## config.mk

```make
export PLATFORM = sky130hd
export DESIGN_NAME = eit_unit
export DESIGN_NICKNAME = d
export VERILOG_FILES = /design/src/inc/eit_pkg.sv /design/src/hdl/eit_timer.sv /design/src/hdl/eit_unit.sv
export SDC_FILE = /design/constraint.sdc
export NUM_CORES = 1
export LEC_CHECK = 0
export BUFFER_PORTS_ARGS = -buffer_cell sky130_fd_sc_hd__buf_2
export CORE_ASPECT_RATIO = 1.1
export CORE_MARGIN = 5
export CORE_UTILIZATION = 35
export CTS_BUF_LIST = sky130_fd_sc_hd__clkbuf_8
export DETAILED_ROUTE_END_ITERATION = 6
export PLACE_DENSITY = 0.67
export SYNTH_ARGS = -nofsm -noshare
export SYNTH_HDL_FRONTEND = slang
export SYNTH_SLANG_ARGS = --single-unit
```

## constraint.sdc

```tcl
create_clock -name clock_i -period 4.35 [get_ports clock_i]
set_input_delay 0.87 -clock clock_i [delete_from_list [all_inputs] [get_ports clock_i]]
set_output_delay 0.87 -clock clock_i [all_outputs]
set_load 0.005 [all_outputs]
```

## src/inc/eit_pkg.sv

```systemverilog
/*
 file: constants for the external interrupt translate unit.
 assumes: included before the design modules; one 20 MHz clock.
*/
// Summary of operation
// - the lowest set pending flag is encoded and its code goes to the low four bits of the destination register.
// - the upper 60 bits of the destination register are written as zero along with the code.
// - with exactly one flag pending, the next address is base plus index.
// - base and half-word index are the low 48 bits of their registers.
// - with two or more flags pending there is no branch and execution continues in sequence.
// - the flag whose code was written is cleared, branch or not.
// - when index and destination are the same register, the new code is the index.
// - with no flag pending, the destination is cleared and there is no branch.
// - flag bit zero is never set, being kept for maintenance.
// - flag bits one to twelve belong to the I/O channels of the same number.
// - flag bit 15 belongs to the interval timer; bits 13 and 14 stay unused.
// - in monitor mode the timer load copies bits 0 to 23 of its source into the timer.
// - the timer load ignores the upper 40 bits of the source.
// - in job mode these instructions act as an undefined opcode and exchange to the monitor.
package eit_pkg;
    // ==========================================================
    // widths and field positions
    localparam int FLAG_W = 16;
    localparam int WORD_W = 64;
    localparam int ADDR_W = 48;
    localparam int CODE_W = 4;
    localparam int TIMER_W = 24;
    localparam int TIMER_LSB = 0;
    localparam int CHAN_FIRST = 1;
    localparam int CHAN_LAST = 12;
    localparam int TIMER_FLAG = 15;
    localparam int REG_SEL_W = 8;
    localparam logic [FLAG_W-1:0] FLAG_RESET = 16'h0000;
    localparam logic [FLAG_W-1:0] FLAG_USED = 16'h9ffe;
    localparam logic [REG_SEL_W-1:0] EXCH_REG = 8'h03;
    // ==========================================================
    // operation codes
    localparam logic [7:0] OP_TRANSLATE = 8'h0e;
    localparam logic [7:0] OP_TIMER_LOAD = 8'h0a;
    // ==========================================================
    // states
    typedef enum logic [2:0] {
        ST_IDLE = 3'b001,
        ST_READ = 3'b010,
        ST_DONE = 3'b100
    } eit_state_t;
endpackage

```

## src/hdl/eit_timer.sv

```systemverilog
/*
 file: monitor interval timer that raises its flag on expiry.
 assumes: load pulse comes from the translate unit, one clock.
*/
`timescale 1ns/10ps
module eit_timer #(
    parameter int WIDTH = eit_pkg::TIMER_W
) (
    input wire logic clock_i,
    input wire logic rst_n_i,
    input wire logic load_i,
    input wire logic [WIDTH-1:0] value_i,
    output logic expire_o,
    output logic [WIDTH-1:0] count_o
);
    import eit_pkg::*;
    logic running_reg;
    // ==========================================================
    // count down
    always_ff @(posedge clock_i) begin
        if (!rst_n_i) begin
            count_o <= '0;
            running_reg <= 1'b0;
            expire_o <= 1'b0;
        end else if (load_i) begin
            count_o <= value_i;
            running_reg <= (value_i != '0);
            expire_o <= 1'b0;
        end else if (running_reg) begin
            count_o <= count_o - 1'b1;
            running_reg <= (count_o != {{(WIDTH-1){1'b0}}, 1'b1});
            expire_o <= (count_o == {{(WIDTH-1){1'b0}}, 1'b1});
        end else begin
            expire_o <= 1'b0;
        end
    end
endmodule

```

## src/hdl/eit_unit.sv

```systemverilog
/*
 file: external interrupt translate and timer load execution.
 assumes: the processor issues one instruction per start pulse with
 operand registers already read; channels pulse their event inputs.
*/
`timescale 1ns/10ps
module eit_unit (
    input wire logic clock_i,
    input wire logic rst_n_i,
    input wire logic start_i,
    input wire logic [7:0] opcode_i,
    input wire logic monitor_mode_i,
    input wire logic [eit_pkg::REG_SEL_W-1:0] index_sel_i,
    input wire logic [eit_pkg::REG_SEL_W-1:0] dest_sel_i,
    input wire logic [eit_pkg::WORD_W-1:0] base_data_i,
    input wire logic [eit_pkg::WORD_W-1:0] index_data_i,
    input wire logic [eit_pkg::WORD_W-1:0] source_data_i,
    input wire logic [eit_pkg::CHAN_LAST:eit_pkg::CHAN_FIRST] chan_event_i,
    output logic done_o,
    output logic dest_we_o,
    output logic [eit_pkg::REG_SEL_W-1:0] dest_sel_o,
    output logic [eit_pkg::WORD_W-1:0] dest_data_o,
    output logic branch_o,
    output logic [eit_pkg::ADDR_W-1:0] branch_addr_o,
    output logic undefined_o,
    output logic [eit_pkg::REG_SEL_W-1:0] exch_reg_o,
    output logic [eit_pkg::FLAG_W-1:0] external_event_pending_flags_o,
    output logic [eit_pkg::TIMER_W-1:0] timer_count_o
);
    import eit_pkg::*;

    eit_state_t state_reg;
    logic [FLAG_W-1:0] flags_reg;
    logic [FLAG_W-1:0] set_vec;
    logic [FLAG_W-1:0] clr_vec;
    logic [CODE_W-1:0] code;
    logic any_set;
    logic one_set;
    logic timer_expire;
    logic timer_load;
    logic translate_go;
    logic [ADDR_W-1:0] index_val;

    // ==========================================================
    // helpers
    function automatic logic [CODE_W-1:0] lowest(
        input logic [FLAG_W-1:0] v);
        logic [CODE_W-1:0] r;
        r = '0;
        for (int i = FLAG_W - 1; i >= 0; i--) begin
            if (v[i]) begin
                r = CODE_W'(i);
            end
        end
        return r;
    endfunction

    function automatic logic count_one(input logic [FLAG_W-1:0] v);
        return (v != '0) && ((v & (v - 1'b1)) == '0);
    endfunction

    // ==========================================================
    // decode
    assign translate_go = start_i && (state_reg == ST_IDLE)
        && monitor_mode_i && (opcode_i == OP_TRANSLATE);
    assign timer_load = start_i && (state_reg == ST_IDLE)
        && monitor_mode_i && (opcode_i == OP_TIMER_LOAD);
    assign code = lowest(flags_reg);
    assign any_set = (flags_reg != '0);
    assign one_set = count_one(flags_reg);
    assign index_val = (index_sel_i == dest_sel_i)
        ? ADDR_W'(code) : index_data_i[ADDR_W-1:0];

    // ==========================================================
    // pending flags
    always_comb begin
        set_vec = '0;
        set_vec[CHAN_LAST:CHAN_FIRST] = chan_event_i;
        set_vec[TIMER_FLAG] = timer_expire;
        set_vec = set_vec & FLAG_USED;
        clr_vec = '0;
        if (translate_go && any_set) begin
            clr_vec[code] = 1'b1;
        end
    end

    always_ff @(posedge clock_i) begin
        if (!rst_n_i) begin
            flags_reg <= FLAG_RESET;
        end else begin
            flags_reg <= (flags_reg & ~clr_vec) | set_vec;
        end
    end
    assign external_event_pending_flags_o = flags_reg;

    // ==========================================================
    // sequencing
    always_ff @(posedge clock_i) begin
        if (!rst_n_i) begin
            state_reg <= ST_IDLE;
        end else begin
            case (state_reg)
                ST_IDLE: begin
                    if (start_i) begin
                        state_reg <= ST_DONE;
                    end
                end
                ST_READ: begin
                    state_reg <= ST_DONE;
                end
                ST_DONE: begin
                    state_reg <= ST_IDLE;
                end
                default: begin
                    state_reg <= ST_IDLE;
                end
            endcase
        end
    end
    assign done_o = (state_reg == ST_DONE);

    // ==========================================================
    // results
    always_ff @(posedge clock_i) begin
        if (!rst_n_i) begin
            dest_we_o <= 1'b0;
            dest_sel_o <= '0;
            dest_data_o <= '0;
            branch_o <= 1'b0;
            branch_addr_o <= '0;
            undefined_o <= 1'b0;
            exch_reg_o <= '0;
        end else begin
            dest_we_o <= translate_go;
            dest_sel_o <= dest_sel_i;
            dest_data_o <= WORD_W'(code);
            branch_o <= translate_go && one_set;
            branch_addr_o <= base_data_i[ADDR_W-1:0] + index_val;
            undefined_o <= start_i && (state_reg == ST_IDLE)
                && !monitor_mode_i
                && (opcode_i == OP_TRANSLATE
                || opcode_i == OP_TIMER_LOAD);
            exch_reg_o <= EXCH_REG;
        end
    end

    // ==========================================================
    // interval timer
    eit_timer #(
        .WIDTH(TIMER_W)
    ) u_timer (
        .clock_i(clock_i),
        .rst_n_i(rst_n_i),
        .load_i(timer_load),
        .value_i(source_data_i[TIMER_W-1:0]),
        .expire_o(timer_expire),
        .count_o(timer_count_o)
    );
endmodule

```

==> results_dict.tcl, run 1 <==
set metrics [dict create \
    status "complete, no violations" \
    synth_seq_cells 108 \
    num-nets-final 1617 \
    clock_power_share_pct 24.0 \
    drtAntennaViolNets 0 \
    track_usage_pct 18.5 \
    vias_per_cell 4.88 \
    path_max_fanout 5 \
    largest_reg_flops 48 \
    ys_seq_area_share_pct 27.4 \
    die_w_um 153 \
    rr_worst_depth 18 \
    p_switching_mw 0.926 \
    swShare_pct 34.4 \
    multiInputGateArea_um2 5200 \
    synth-edff-count 0 \
    power_density_nw_per_um2 262 \
    seq_power_share_pct 40.8 \
    antenna_found_initial 3 \
    cts.sink_count 108 \
    syn_area_um2 7880 \
    synth_common_cells "112 x nor2_1, 108 x dfxtp_1, 84 x a21oi_1, 68 x buf_4, 63 x nand2_1" \
    cp-startpoint "dest_sel_i[6]" \
    path_clk_slew_ns 0.12 \
    synthFlopType "dfxtp_1" \
    r2r-end "branch_addr_o[46]" \
    wirelength_mm 25.1 \
    async_flop_share_pct 0 \
    ir_drop_mv 0.124 \
    fp-row-count 57 \
    holdWs_ns 0.530 \
    clockRootBuffer "clkbuf_8" \
    p_total_mw 2.69 \
    yosysTopAreaCell "dfxtp_1" \
    grt_overflow 0 \
    dp_hpwl_mm 20.5 \
    yosysTopAreaCellShare_pct 27.4 \
    yosysWarnings 0 \
    yosysMostFrequentCell "nor2_1" \
    min_path_type "flop to flop" \
    drt_pass1_iterations 5 \
    cp_data_required_time_ns 4.67 \
    hold_depth 2 \
    setup_viol 0 \
    die_h_um 167 \
    cts-hold-fix-buffers 0 \
    synth_cell_types 82 \
    placed_cell_area_um2 10000 \
    timing.fmax_ghz 0.246 \
    synth_area_leaders "dfxtp_1 27%, ha_1 7.8%, buf_4 6.5%" \
    io-pin-count 404 \
    htree_levels 3 \
    postLayoutCellArea_um2 10200 \
    postSynthAreaPerCell_um2 8.02 \
    syn_to_final_growth_pct 30.1 \
    arrival_ns 4.39 \
    numCtsBuffers 9 \
    maxCapViolCount 0 \
    crit_type "input port to flop" \
    skew_ns 0.0177 \
    die_area_um2 25600 \
    r2r_slack_ns 0.29 \
    syn_inst 982 \
    fill_cells 2265 \
    numPortBuffers 265 \
    setup.worst_path.end "branch_addr_o[46]" \
    regMostFlops "branch_addr_o" \
    p_leak_nw 5.02 \
    maxSlewViolCount 0 \
    cts_setup_buffers 0 \
    pwr-share-comb_pct 35.2 \
    hold_violations 0 \
    drc 0 \
    seq_area_um2 2160 \
    grt_max_degree 73 \
    cts_buffer_depth 2 \
    routedWlPerCell_um 15.4 \
    grt_pass1_wl_mm 39.7 \
    place_congestion 0.882 \
    clk_latency_ns 0.38 \
    grt_setup_unrepaired "false" \
    fin_crit_ns 4.07 \
    grt_pass1_vias 8017 \
    period_share_pct 93.6 \
    rr_startpoint "external_event_pending_flags_o[13]" \
    crit_path_end_kind "flop" \
    cts_tree "yes" \
    core-area_um2 22100 \
    drive_above_1_share_pct 32.8 \
    startpoint_type "input port" \
    internal-power_mw 1.76 \
    drtIter0Drc 280 \
    initial_core_util_pct 35.6 \
    vias 7985 \
]
-- critical path, stage by stage --
cell	delay (ns)
buf_2	0.12
xor2_1	0.15
nor4_1	0.26
nand2_1	0.23
a21o_1	0.23
ha_1	0.21
fa_1	0.42
a211oi_2	0.34
o211ai_2	0.17
a221oi_4	0.30
o21ai_2	0.14
a2111oi_4	0.35
nor2_2	0.09
a311oi_2	0.29
mux2i_1	0.21
-- timing repair --
action,in CTS,in global routing
setup endpoints to repair,0,2
hold endpoints to repair,0,0
resized for setup,0,1
-- per-stage QoR --
stage | cells | TNS (ns) | utilization, % | setup slack, ns
3_5_place_dp | 1619 | -1.23 | 45.4 | -0.209
4_1_cts | 1635 | 0 | 46.3 | 0.111
2_1_floorplan | 1047 | 0 | - | 0.246
3_3_place_gp | 1619 | -1.08 | 45.4 | -0.162
6_report | 1637 | 0 | 46.4 | 0.280
5_1_grt | 1637 | 0 | 46.4 | 0.0361
-- power by group through the flow --
stage | clock (mW) | combinational [mW] | sequential (mW)
3_5_place_dp | 0 | 0.945 | 1.12
5_1_grt | 0.707 | 1.05 | 1.11
6_report | 0.644 | 0.946 | 1.10
4_1_cts | 0.672 | 0.950 | 1.10
3_3_place_gp | 0 | 0.938 | 1.12
2_1_floorplan | 0 | 0.554 | 1.13
-- area by class of cell --
cell class              instances  share of cell area, %
diodes                          2                 0.0488
clock buffers                  10                   1.34
clock inverters                 6                  0.562
inverters                      27                  0.989
multi-input cells             807                   50.7
flip-flops and latches        108                   21.1
well taps                     295                   3.60
repair buffers                382                   21.6
-- layer usage --
layer / vias up / routed length [um] / GRT usage (%)
li1: 4041 / - / -
met1: 3603 / 10700 / 22.3
met2: 302 / 12300 / 33.3
met3: 37 / 1530 / 3.07
met4: 2 / 637 / 6.43
met5: - / 12 / 0
-- cells in the final DEF (no fill, tap or decap), types with 6 or more instances in the layout --
cell and n:
nand4_1 10, dfxtp_1 108, nor4_1 15, nor3_1 25
clkbuf_8 10, ha_1 49, a211oi_1 26, and3_1 11
and2_1 61, nor2_1 112, inv_1 26, a31oi_1 6
buf_2 265, a21o_1 25, o21ai_0 37, o21a_1 6
a21oi_1 84, conb_1 66, nand2b_1 9, or3_1 9
xnor2_1 33, buf_4 116, o21bai_1 12, nand3_1 19
nand2_1 63, xor2_1 32
-- cells by family after synthesis --
group / count (synthesis) / synth area share [%]
AO/OA/AOI/OAI: 253 / 22.8
XOR/XNOR: 65 / 7.22
adder cells (fa/ha/maj): 53 / 8.42
buffers and inverters: 132 / 9.69
flip-flops: 108 / 27.4
multiplexers: 8 / 1.06
other: 1 / 0.0476
AND/OR/NAND/NOR: 362 / 23.3
-- worst min path at each step --
stage | from | end | slack (ns)
floorplan | state_reg[2] | state_reg[0] | 0.47
detailed placement | state_reg[2] | state_reg[0] | 0.50
finish | state_reg[2] | state_reg[0] | 0.53
CTS | state_reg[2] | state_reg[0] | 0.53
global placement | state_reg[2] | state_reg[0] | 0.50
global route | state_reg[2] | state_reg[0] | 0.57
No activity file was read; power rests on OpenSTA's default activity.
==> run 2: changes to the inputs <==
--- a/config.mk
+++ b/config.mk
@@ -5,7 +5,7 @@
 export SDC_FILE = /design/constraint.sdc
 export NUM_CORES = 1
 export LEC_CHECK = 0
-export BUFFER_PORTS_ARGS = -buffer_cell sky130_fd_sc_hd__buf_2
+export BUFFER_PORTS_ARGS = -buffer_cell sky130_fd_sc_hd__buf_4
 export CORE_ASPECT_RATIO = 1.1
 export CORE_MARGIN = 5
 export CORE_UTILIZATION = 35
==> run 2 against run 1 <==
  * Critical path depth is the same
  * Sequential power is essentially flat
  * Setup slack lost 0.059 ns
  * Power grew 4.1%
  * Maximum frequency shrank 1.4%
  * Sequential share of layout area shrank 1.3 points
  * Final area grew 6.4%
  * Clock power grew 3.9%
  * Final cell count shrank 0.12%
  * Hold slack lost 0.00091 ns
==> results_dict.tcl, run 2 (synthesis gave the netlist of run 1 again) <==
set metrics [dict create \
    drc 0 \
    maxCapViolCount 0 \
    drtAntennaViolNets 0 \
    worst_slew_margin_rel_pct 63.5 \
    regMostFlops "branch_addr_o" \
    drt_pass1_iterations 5 \
    arrival_ns 4.45 \
    clock_power_share_pct 23.9 \
    cpMostUsedCell "buf_4" \
    pwr-share-comb_pct 36.6 \
    rr_startpoint "external_event_pending_flags_o[13]" \
    grt_pass1_wl_mm 40.0 \
    fill_cells 2204 \
    largest_reg_flops 48 \
    postLayoutCellArea_um2 10900 \
    dp_hpwl_mm 20.9 \
    internal-power_mw 1.89 \
    numCtsBuffers 9 \
    place_congestion 0.881 \
    instances_no_fill 1635 \
    critPathMaxStageDelay_ns 0.34 \
    rr_worst_depth 18 \
    seq_area_um2 2160 \
    cts.sink_count 108 \
    status "complete, no violations" \
    path_max_fanout 19 \
    skew_ns 0.0181 \
    final_common_cell "buf_4" \
    num-nets-final 1617 \
    antenna_cells 0 \
    path_cells "buf_4, xor2_1, nor4_1, nand2_1, buf_4, mux2_2, ha_1, o211ai_1, o211ai_2, a221oi_4, o21ai_2, a2111oi_4, nor2_2, a311oi_2, mux2i_1" \
    fp-row-count 57 \
    routedWlPerCell_um 15.5 \
    maxSlewViolCount 0 \
    r2r-end "branch_addr_o[46]" \
    grt_overflow 0 \
    timing.fmax_ghz 0.242 \
    die_h_um 167 \
    drtIter0Drc 318 \
    die_w_um 153 \
    cts_tree "yes" \
    htree_levels 3 \
    numPortBuffers 265 \
    cp_data_required_time_ns 4.67 \
    startpoint_type "input port" \
    cp_slowest_cell "a221oi_4" \
    power_density_nw_per_um2 257 \
    p_switching_mw 0.906 \
    crit_path_end_kind "flop" \
    dp.cells 1619 \
    worstMarginPinSlew_ns 0.547 \
    setup_viol 0 \
    layout_common_cells "382 x buf_4, 112 x nor2_1, 108 x dfxtp_1" \
    grt_max_degree 51 \
    cts-hold-fix-buffers 0 \
    period_share_pct 94.9 \
    fin_crit_ns 4.13 \
    critPathBufInv 2 \
    vias 7977 \
    multiInputGateArea_um2 5200 \
    path_depth 15 \
    grt_pass1_vias 8040 \
    track_usage_pct 18.8 \
    initial_core_util_pct 35.6 \
    cts_buffer_depth 2 \
    hold_violations 0 \
    min_path_type "flop to flop" \
    path_clk_slew_ns 0.11 \
    crit_family "compound AO/OA/AOI/OAI gates" \
    vias_per_cell 4.88 \
    io-pin-count 404 \
    die_area_um2 25600 \
    antenna_found_initial 0 \
    r2r_slack_ns 0.36 \
    clk_latency_ns 0.38 \
    setup.worst_path.end "branch_addr_o[46]" \
    drive_above_1_share_pct 32.8 \
    cp-startpoint "dest_sel_i[6]" \
    tns_ns 0 \
    crit_type "input port to flop" \
    placed_cell_area_um2 10700 \
    clockRootBuffer "clkbuf_8" \
    core-area_um2 22100 \
    wirelength_mm 25.4 \
    p_leak_nw 5.19 \
    holdWs_ns 0.529 \
    seq_power_share_pct 39.5 \
    swShare_pct 32.4 \
    ir_drop_mv 0.125 \
    grt_setup_unrepaired "false" \
    syn_to_final_growth_pct 38.4 \
]
[run 2: what timing repair did]
item,CTS,global route
resized for setup,0,1
buffers inserted,0,0
setup endpoints to repair,0,3
[run 2: worst min path at each step]
| stage | start | endpoint | slack (ns) | cells past startpoint |
|---|---|---|---|---|
| after CTS | state_reg[2] | state_reg[0] | 0.53 | 2 |
| after detailed placement | state_reg[2] | state_reg[0] | 0.50 | 2 |
| after global placement | state_reg[2] | state_reg[0] | 0.50 | 2 |
| after global routing | state_reg[2] | state_reg[0] | 0.57 | 2 |
| after floorplan | state_reg[2] | state_reg[0] | 0.47 | 2 |
| final | state_reg[2] | state_reg[0] | 0.53 | 2 |
[run 2: routing by layer]
metal  global-route usage (%)  share of wire [%]  vias to the layer above  wire length (um)
li1                         -                  -                     4027                 -
met5                        0                  0                        -                 0
met2                     34.6                 50                      285             12800
met4                     6.01                2.3                        0               592
met3                     3.54                6.5                       33              1640
met1                     22.0                 41                     3632             10400
[run 2: metrics by stage]
step	setup WS, ns	power [mW]	util [%]
6_report	0.221	2.80	49.3
5_1_grt	0.0347	2.98	49.3
4_1_cts	0.198	2.83	49.3
3_5_place_dp	-0.221	2.15	48.4
3_3_place_gp	-0.147	2.14	48.4
2_1_floorplan	0.246	1.68	-
[run 2: power by group through the flow]
stage	clock network [mW]	logic, mW	registers [mW]
2_1_floorplan	0	0.554	1.13
3_3_place_gp	0	1.02	1.13
3_5_place_dp	0	1.02	1.13
4_1_cts	0.699	1.03	1.11
5_1_grt	0.742	1.13	1.11
6_report	0.669	1.02	1.11
[run 2: layout make-up]
type	instances	area share, %
multi-input cells	807	47.7
clock buffers	10	1.26
flip-flops and latches	108	19.8
repair buffers	382	26.3
well taps	295	3.38
inverters	27	0.929
clock inverters	6	0.642
[run 2: worst register-to-register path, cell delays in order (launching register included)]
cell       delay, ns
dfxtp_1         0.37
inv_1           0.09
a21oi_1         0.08
o21bai_1        0.14
a21o_1          0.13
a21oi_1         0.10
o21ai_1         0.26
a21oi_1         0.11
a21o_1          0.16
ha_1            0.20
fa_1            0.42
a211oi_2        0.31
o211ai_2        0.18
a221oi_4        0.34
o21ai_2         0.16
a2111oi_4       0.33
nor2_2          0.09
a311oi_2        0.27
mux2i_1         0.20
==> run 3: changes to the inputs <==
--- a/config.mk
+++ b/config.mk
@@ -6,12 +6,10 @@
 export NUM_CORES = 1
 export LEC_CHECK = 0
 export BUFFER_PORTS_ARGS = -buffer_cell sky130_fd_sc_hd__buf_4
-export CORE_ASPECT_RATIO = 1.1
-export CORE_MARGIN = 5
-export CORE_UTILIZATION = 35
+export CORE_AREA = 5 5 155 157
 export CTS_BUF_LIST = sky130_fd_sc_hd__clkbuf_8
 export DETAILED_ROUTE_END_ITERATION = 6
-export PLACE_DENSITY = 0.67
+export DIE_AREA = 0 0 160 162
 export SYNTH_ARGS = -nofsm -noshare
 export SYNTH_HDL_FRONTEND = slang
 export SYNTH_SLANG_ARGS = --single-unit
==> constraint.sdc (replaced) <==
create_clock -name clock_i -period 4.9 [get_ports clock_i]
set_input_delay 0.98 -clock clock_i [delete_from_list [all_inputs] [get_ports clock_i]]
set_output_delay 0.98 -clock clock_i [all_outputs]
set_load 0.005 [all_outputs]
==> run 3 against run 2 <==
  * Highest routed layer unchanged
  * Utilization shrank 3.6 points
  * Critical path depth shrank 1
  * Clock skew shrank 0.0014 ns
  * Sequential share of layout area grew 1.3 points
  * Largest power group unchanged
  * Setup slack gained 0.33 ns
  * Die area grew 1.2%
  * Combinational power shrank 20%
  * Critical endpoint is now branch_addr_o[41]
  * Routed wire length shrank 0.29%
==> results_dict.tcl, run 3 (synthesis gave the netlist of run 1 again) <==
set metrics [dict create \
    path_clk_slew_ns 0.11 \
    numPortBuffers 265 \
    r2r-end "branch_addr_o[46]" \
    tns_ns 0 \
    drtIter0Drc 396 \
    path_max_fanout 35 \
    internal-power_mw 1.60 \
    fp-row-count 55 \
    status "complete, no violations" \
    crit_path_end_kind "flop" \
    wirelength_mm 25.3 \
    place_congestion 0.906 \
    numCtsBuffers 9 \
    clock_power_share_pct 25.1 \
    maxSlewViolCount 0 \
    p_switching_mw 0.805 \
    final_common_cell "buf_4" \
    num-nets-final 1529 \
    fin_crit_ns 4.35 \
    cts_tree "yes" \
    cts_buffer_depth 2 \
    setup_viol 0 \
    vias_per_cell 5.03 \
    antenna_found_initial 0 \
    dp_hpwl_mm 20.3 \
    min_path_type "flop to flop" \
    seq_power_share_pct 40.9 \
    cts-hold-fix-buffers 0 \
    r2r_slack_ns 0.70 \
    ir_drop_mv 0.131 \
    cts_setup_buffers 0 \
    hold_end "state_reg[0]" \
    die_w_um 160 \
    io-pin-count 404 \
    core-area_um2 22400 \
    track_usage_pct 18.6 \
    hold_depth 2 \
    die_area_um2 25900 \
    grt_pass1_vias 7468 \
    die_h_um 162 \
    power_density_nw_per_um2 235 \
    maxCapViolCount 0 \
    htree_levels 3 \
    layout_common_cells "294 x buf_4, 112 x nor2_1, 108 x dfxtp_1" \
    pwr-share-comb_pct 34.0 \
    worstMarginPinSlew_ns 0.786 \
    routedWlPerCell_um 16.5 \
    syn_to_final_growth_pct 29.9 \
    initial_core_util_pct 35.2 \
    drc 0 \
    timing.fmax_ghz 0.230 \
    startpoint_type "input port" \
    drive_above_1_share_pct 28.0 \
    grt_max_degree 51 \
    clockRootBuffer "clkbuf_8" \
    drt_pass1_iterations 5 \
    clk_latency_ns 0.39 \
    largest_reg_flops 48 \
    p_leak_nw 4.77 \
    arrival_ns 4.63 \
    postLayoutCellArea_um2 10200 \
    grt_pass1_wl_mm 39.4 \
    worst_slew_margin_rel_pct 47.1 \
    rr_worst_depth 18 \
    regMostFlops "branch_addr_o" \
    hold_violations 0 \
    antenna_cells 0 \
    cts.sink_count 108 \
    drtAntennaViolNets 0 \
    post-place-ws_ns 0.127 \
    worstHoldStart "state_reg[2]" \
    ctsResizeCount 0 \
    skew_ns 0.0166 \
    period_share_pct 88.7 \
    placed_cell_area_um2 10000 \
    vias 7730 \
    cp_data_required_time_ns 5.19 \
    grt_overflow 0 \
    crit_type "input port to flop" \
    grt_setup_unrepaired "false" \
    rr_startpoint "external_event_pending_flags_o[15]" \
    swShare_pct 33.5 \
    timing.final.ws_setup_ns 0.553 \
    final_util_pct 45.8 \
]
[run 3: cell types whose count changed in the layout (fill, tap and decap cells not counted), sizes merged]
cell	previous run	this run
inv	30	32
clkinvlp	1	0
buf	382	294
clkbuf	10	9
[run 3: how the worst max path moves through the flow]
| stage | cells after the start | start | end |
|---|---|---|---|
| floorplan | 15 | dest_sel_i[7] | branch_addr_o[46] |
| global placement | 15 | dest_sel_i[3] | branch_addr_o[46] |
| detailed placement | 15 | dest_sel_i[3] | branch_addr_o[46] |
| finish | 14 | dest_sel_i[3] | branch_addr_o[41] |
| CTS | 15 | dest_sel_i[3] | branch_addr_o[46] |
| global route | 14 | dest_sel_i[3] | branch_addr_o[41] |
[run 3: through the flow]
stage / power, mW / hold WS, ns / cells
finish: 2.40 / 0.535 / 1537
global route: 2.55 / 0.566 / 1537
CTS: 2.43 / 0.536 / 1537
detailed placement: 1.82 / 0.506 / 1521
global placement: 1.81 / 0.496 / 1521
floorplan: 1.49 / 0.472 / 1047
[run 3: critical path, stage by stage]
cell and delay (ns):
buf_4 0.12, xor2_1 0.15, nor4_1 0.35, nand2_1 0.24, buf_4 0.29, and2_1 0.23
ha_1 0.41, nand2_1 0.14, o21ai_0 0.44, nor2b_1 0.19, a2111oi_2 0.55, or2_4 0.23
a41oi_2 0.15, mux2i_1 0.15
[run 3: layout make-up]
class	instances	area, um^2
fillers	2313	12100
multi-input cells	807	5200
repair buffers	294	2210
flip-flops and latches	108	2160
well taps	285	357
clock buffers	9	124
inverters	27	101
clock inverters	7	82.6
[run 3: power by group through the flow]
stage	clock (mW)	sequential [mW]	combinational [mW]
after global placement	0	1.00	0.813
after detailed placement	0	1.00	0.815
after global routing	0.662	0.990	0.900
after floorplan	0	1.00	0.491
after CTS	0.631	0.983	0.820
final	0.602	0.982	0.816
[run 3: metal layers]
| layer | routed length (um) | track usage (%) |
|---|---|---|
| met1 | 11300 | 24.8 |
| met3 | 1790 | 3.98 |
| met4 | 369 | 4.18 |
| met2 | 11800 | 30.9 |
| met5 | 0 | 0 |
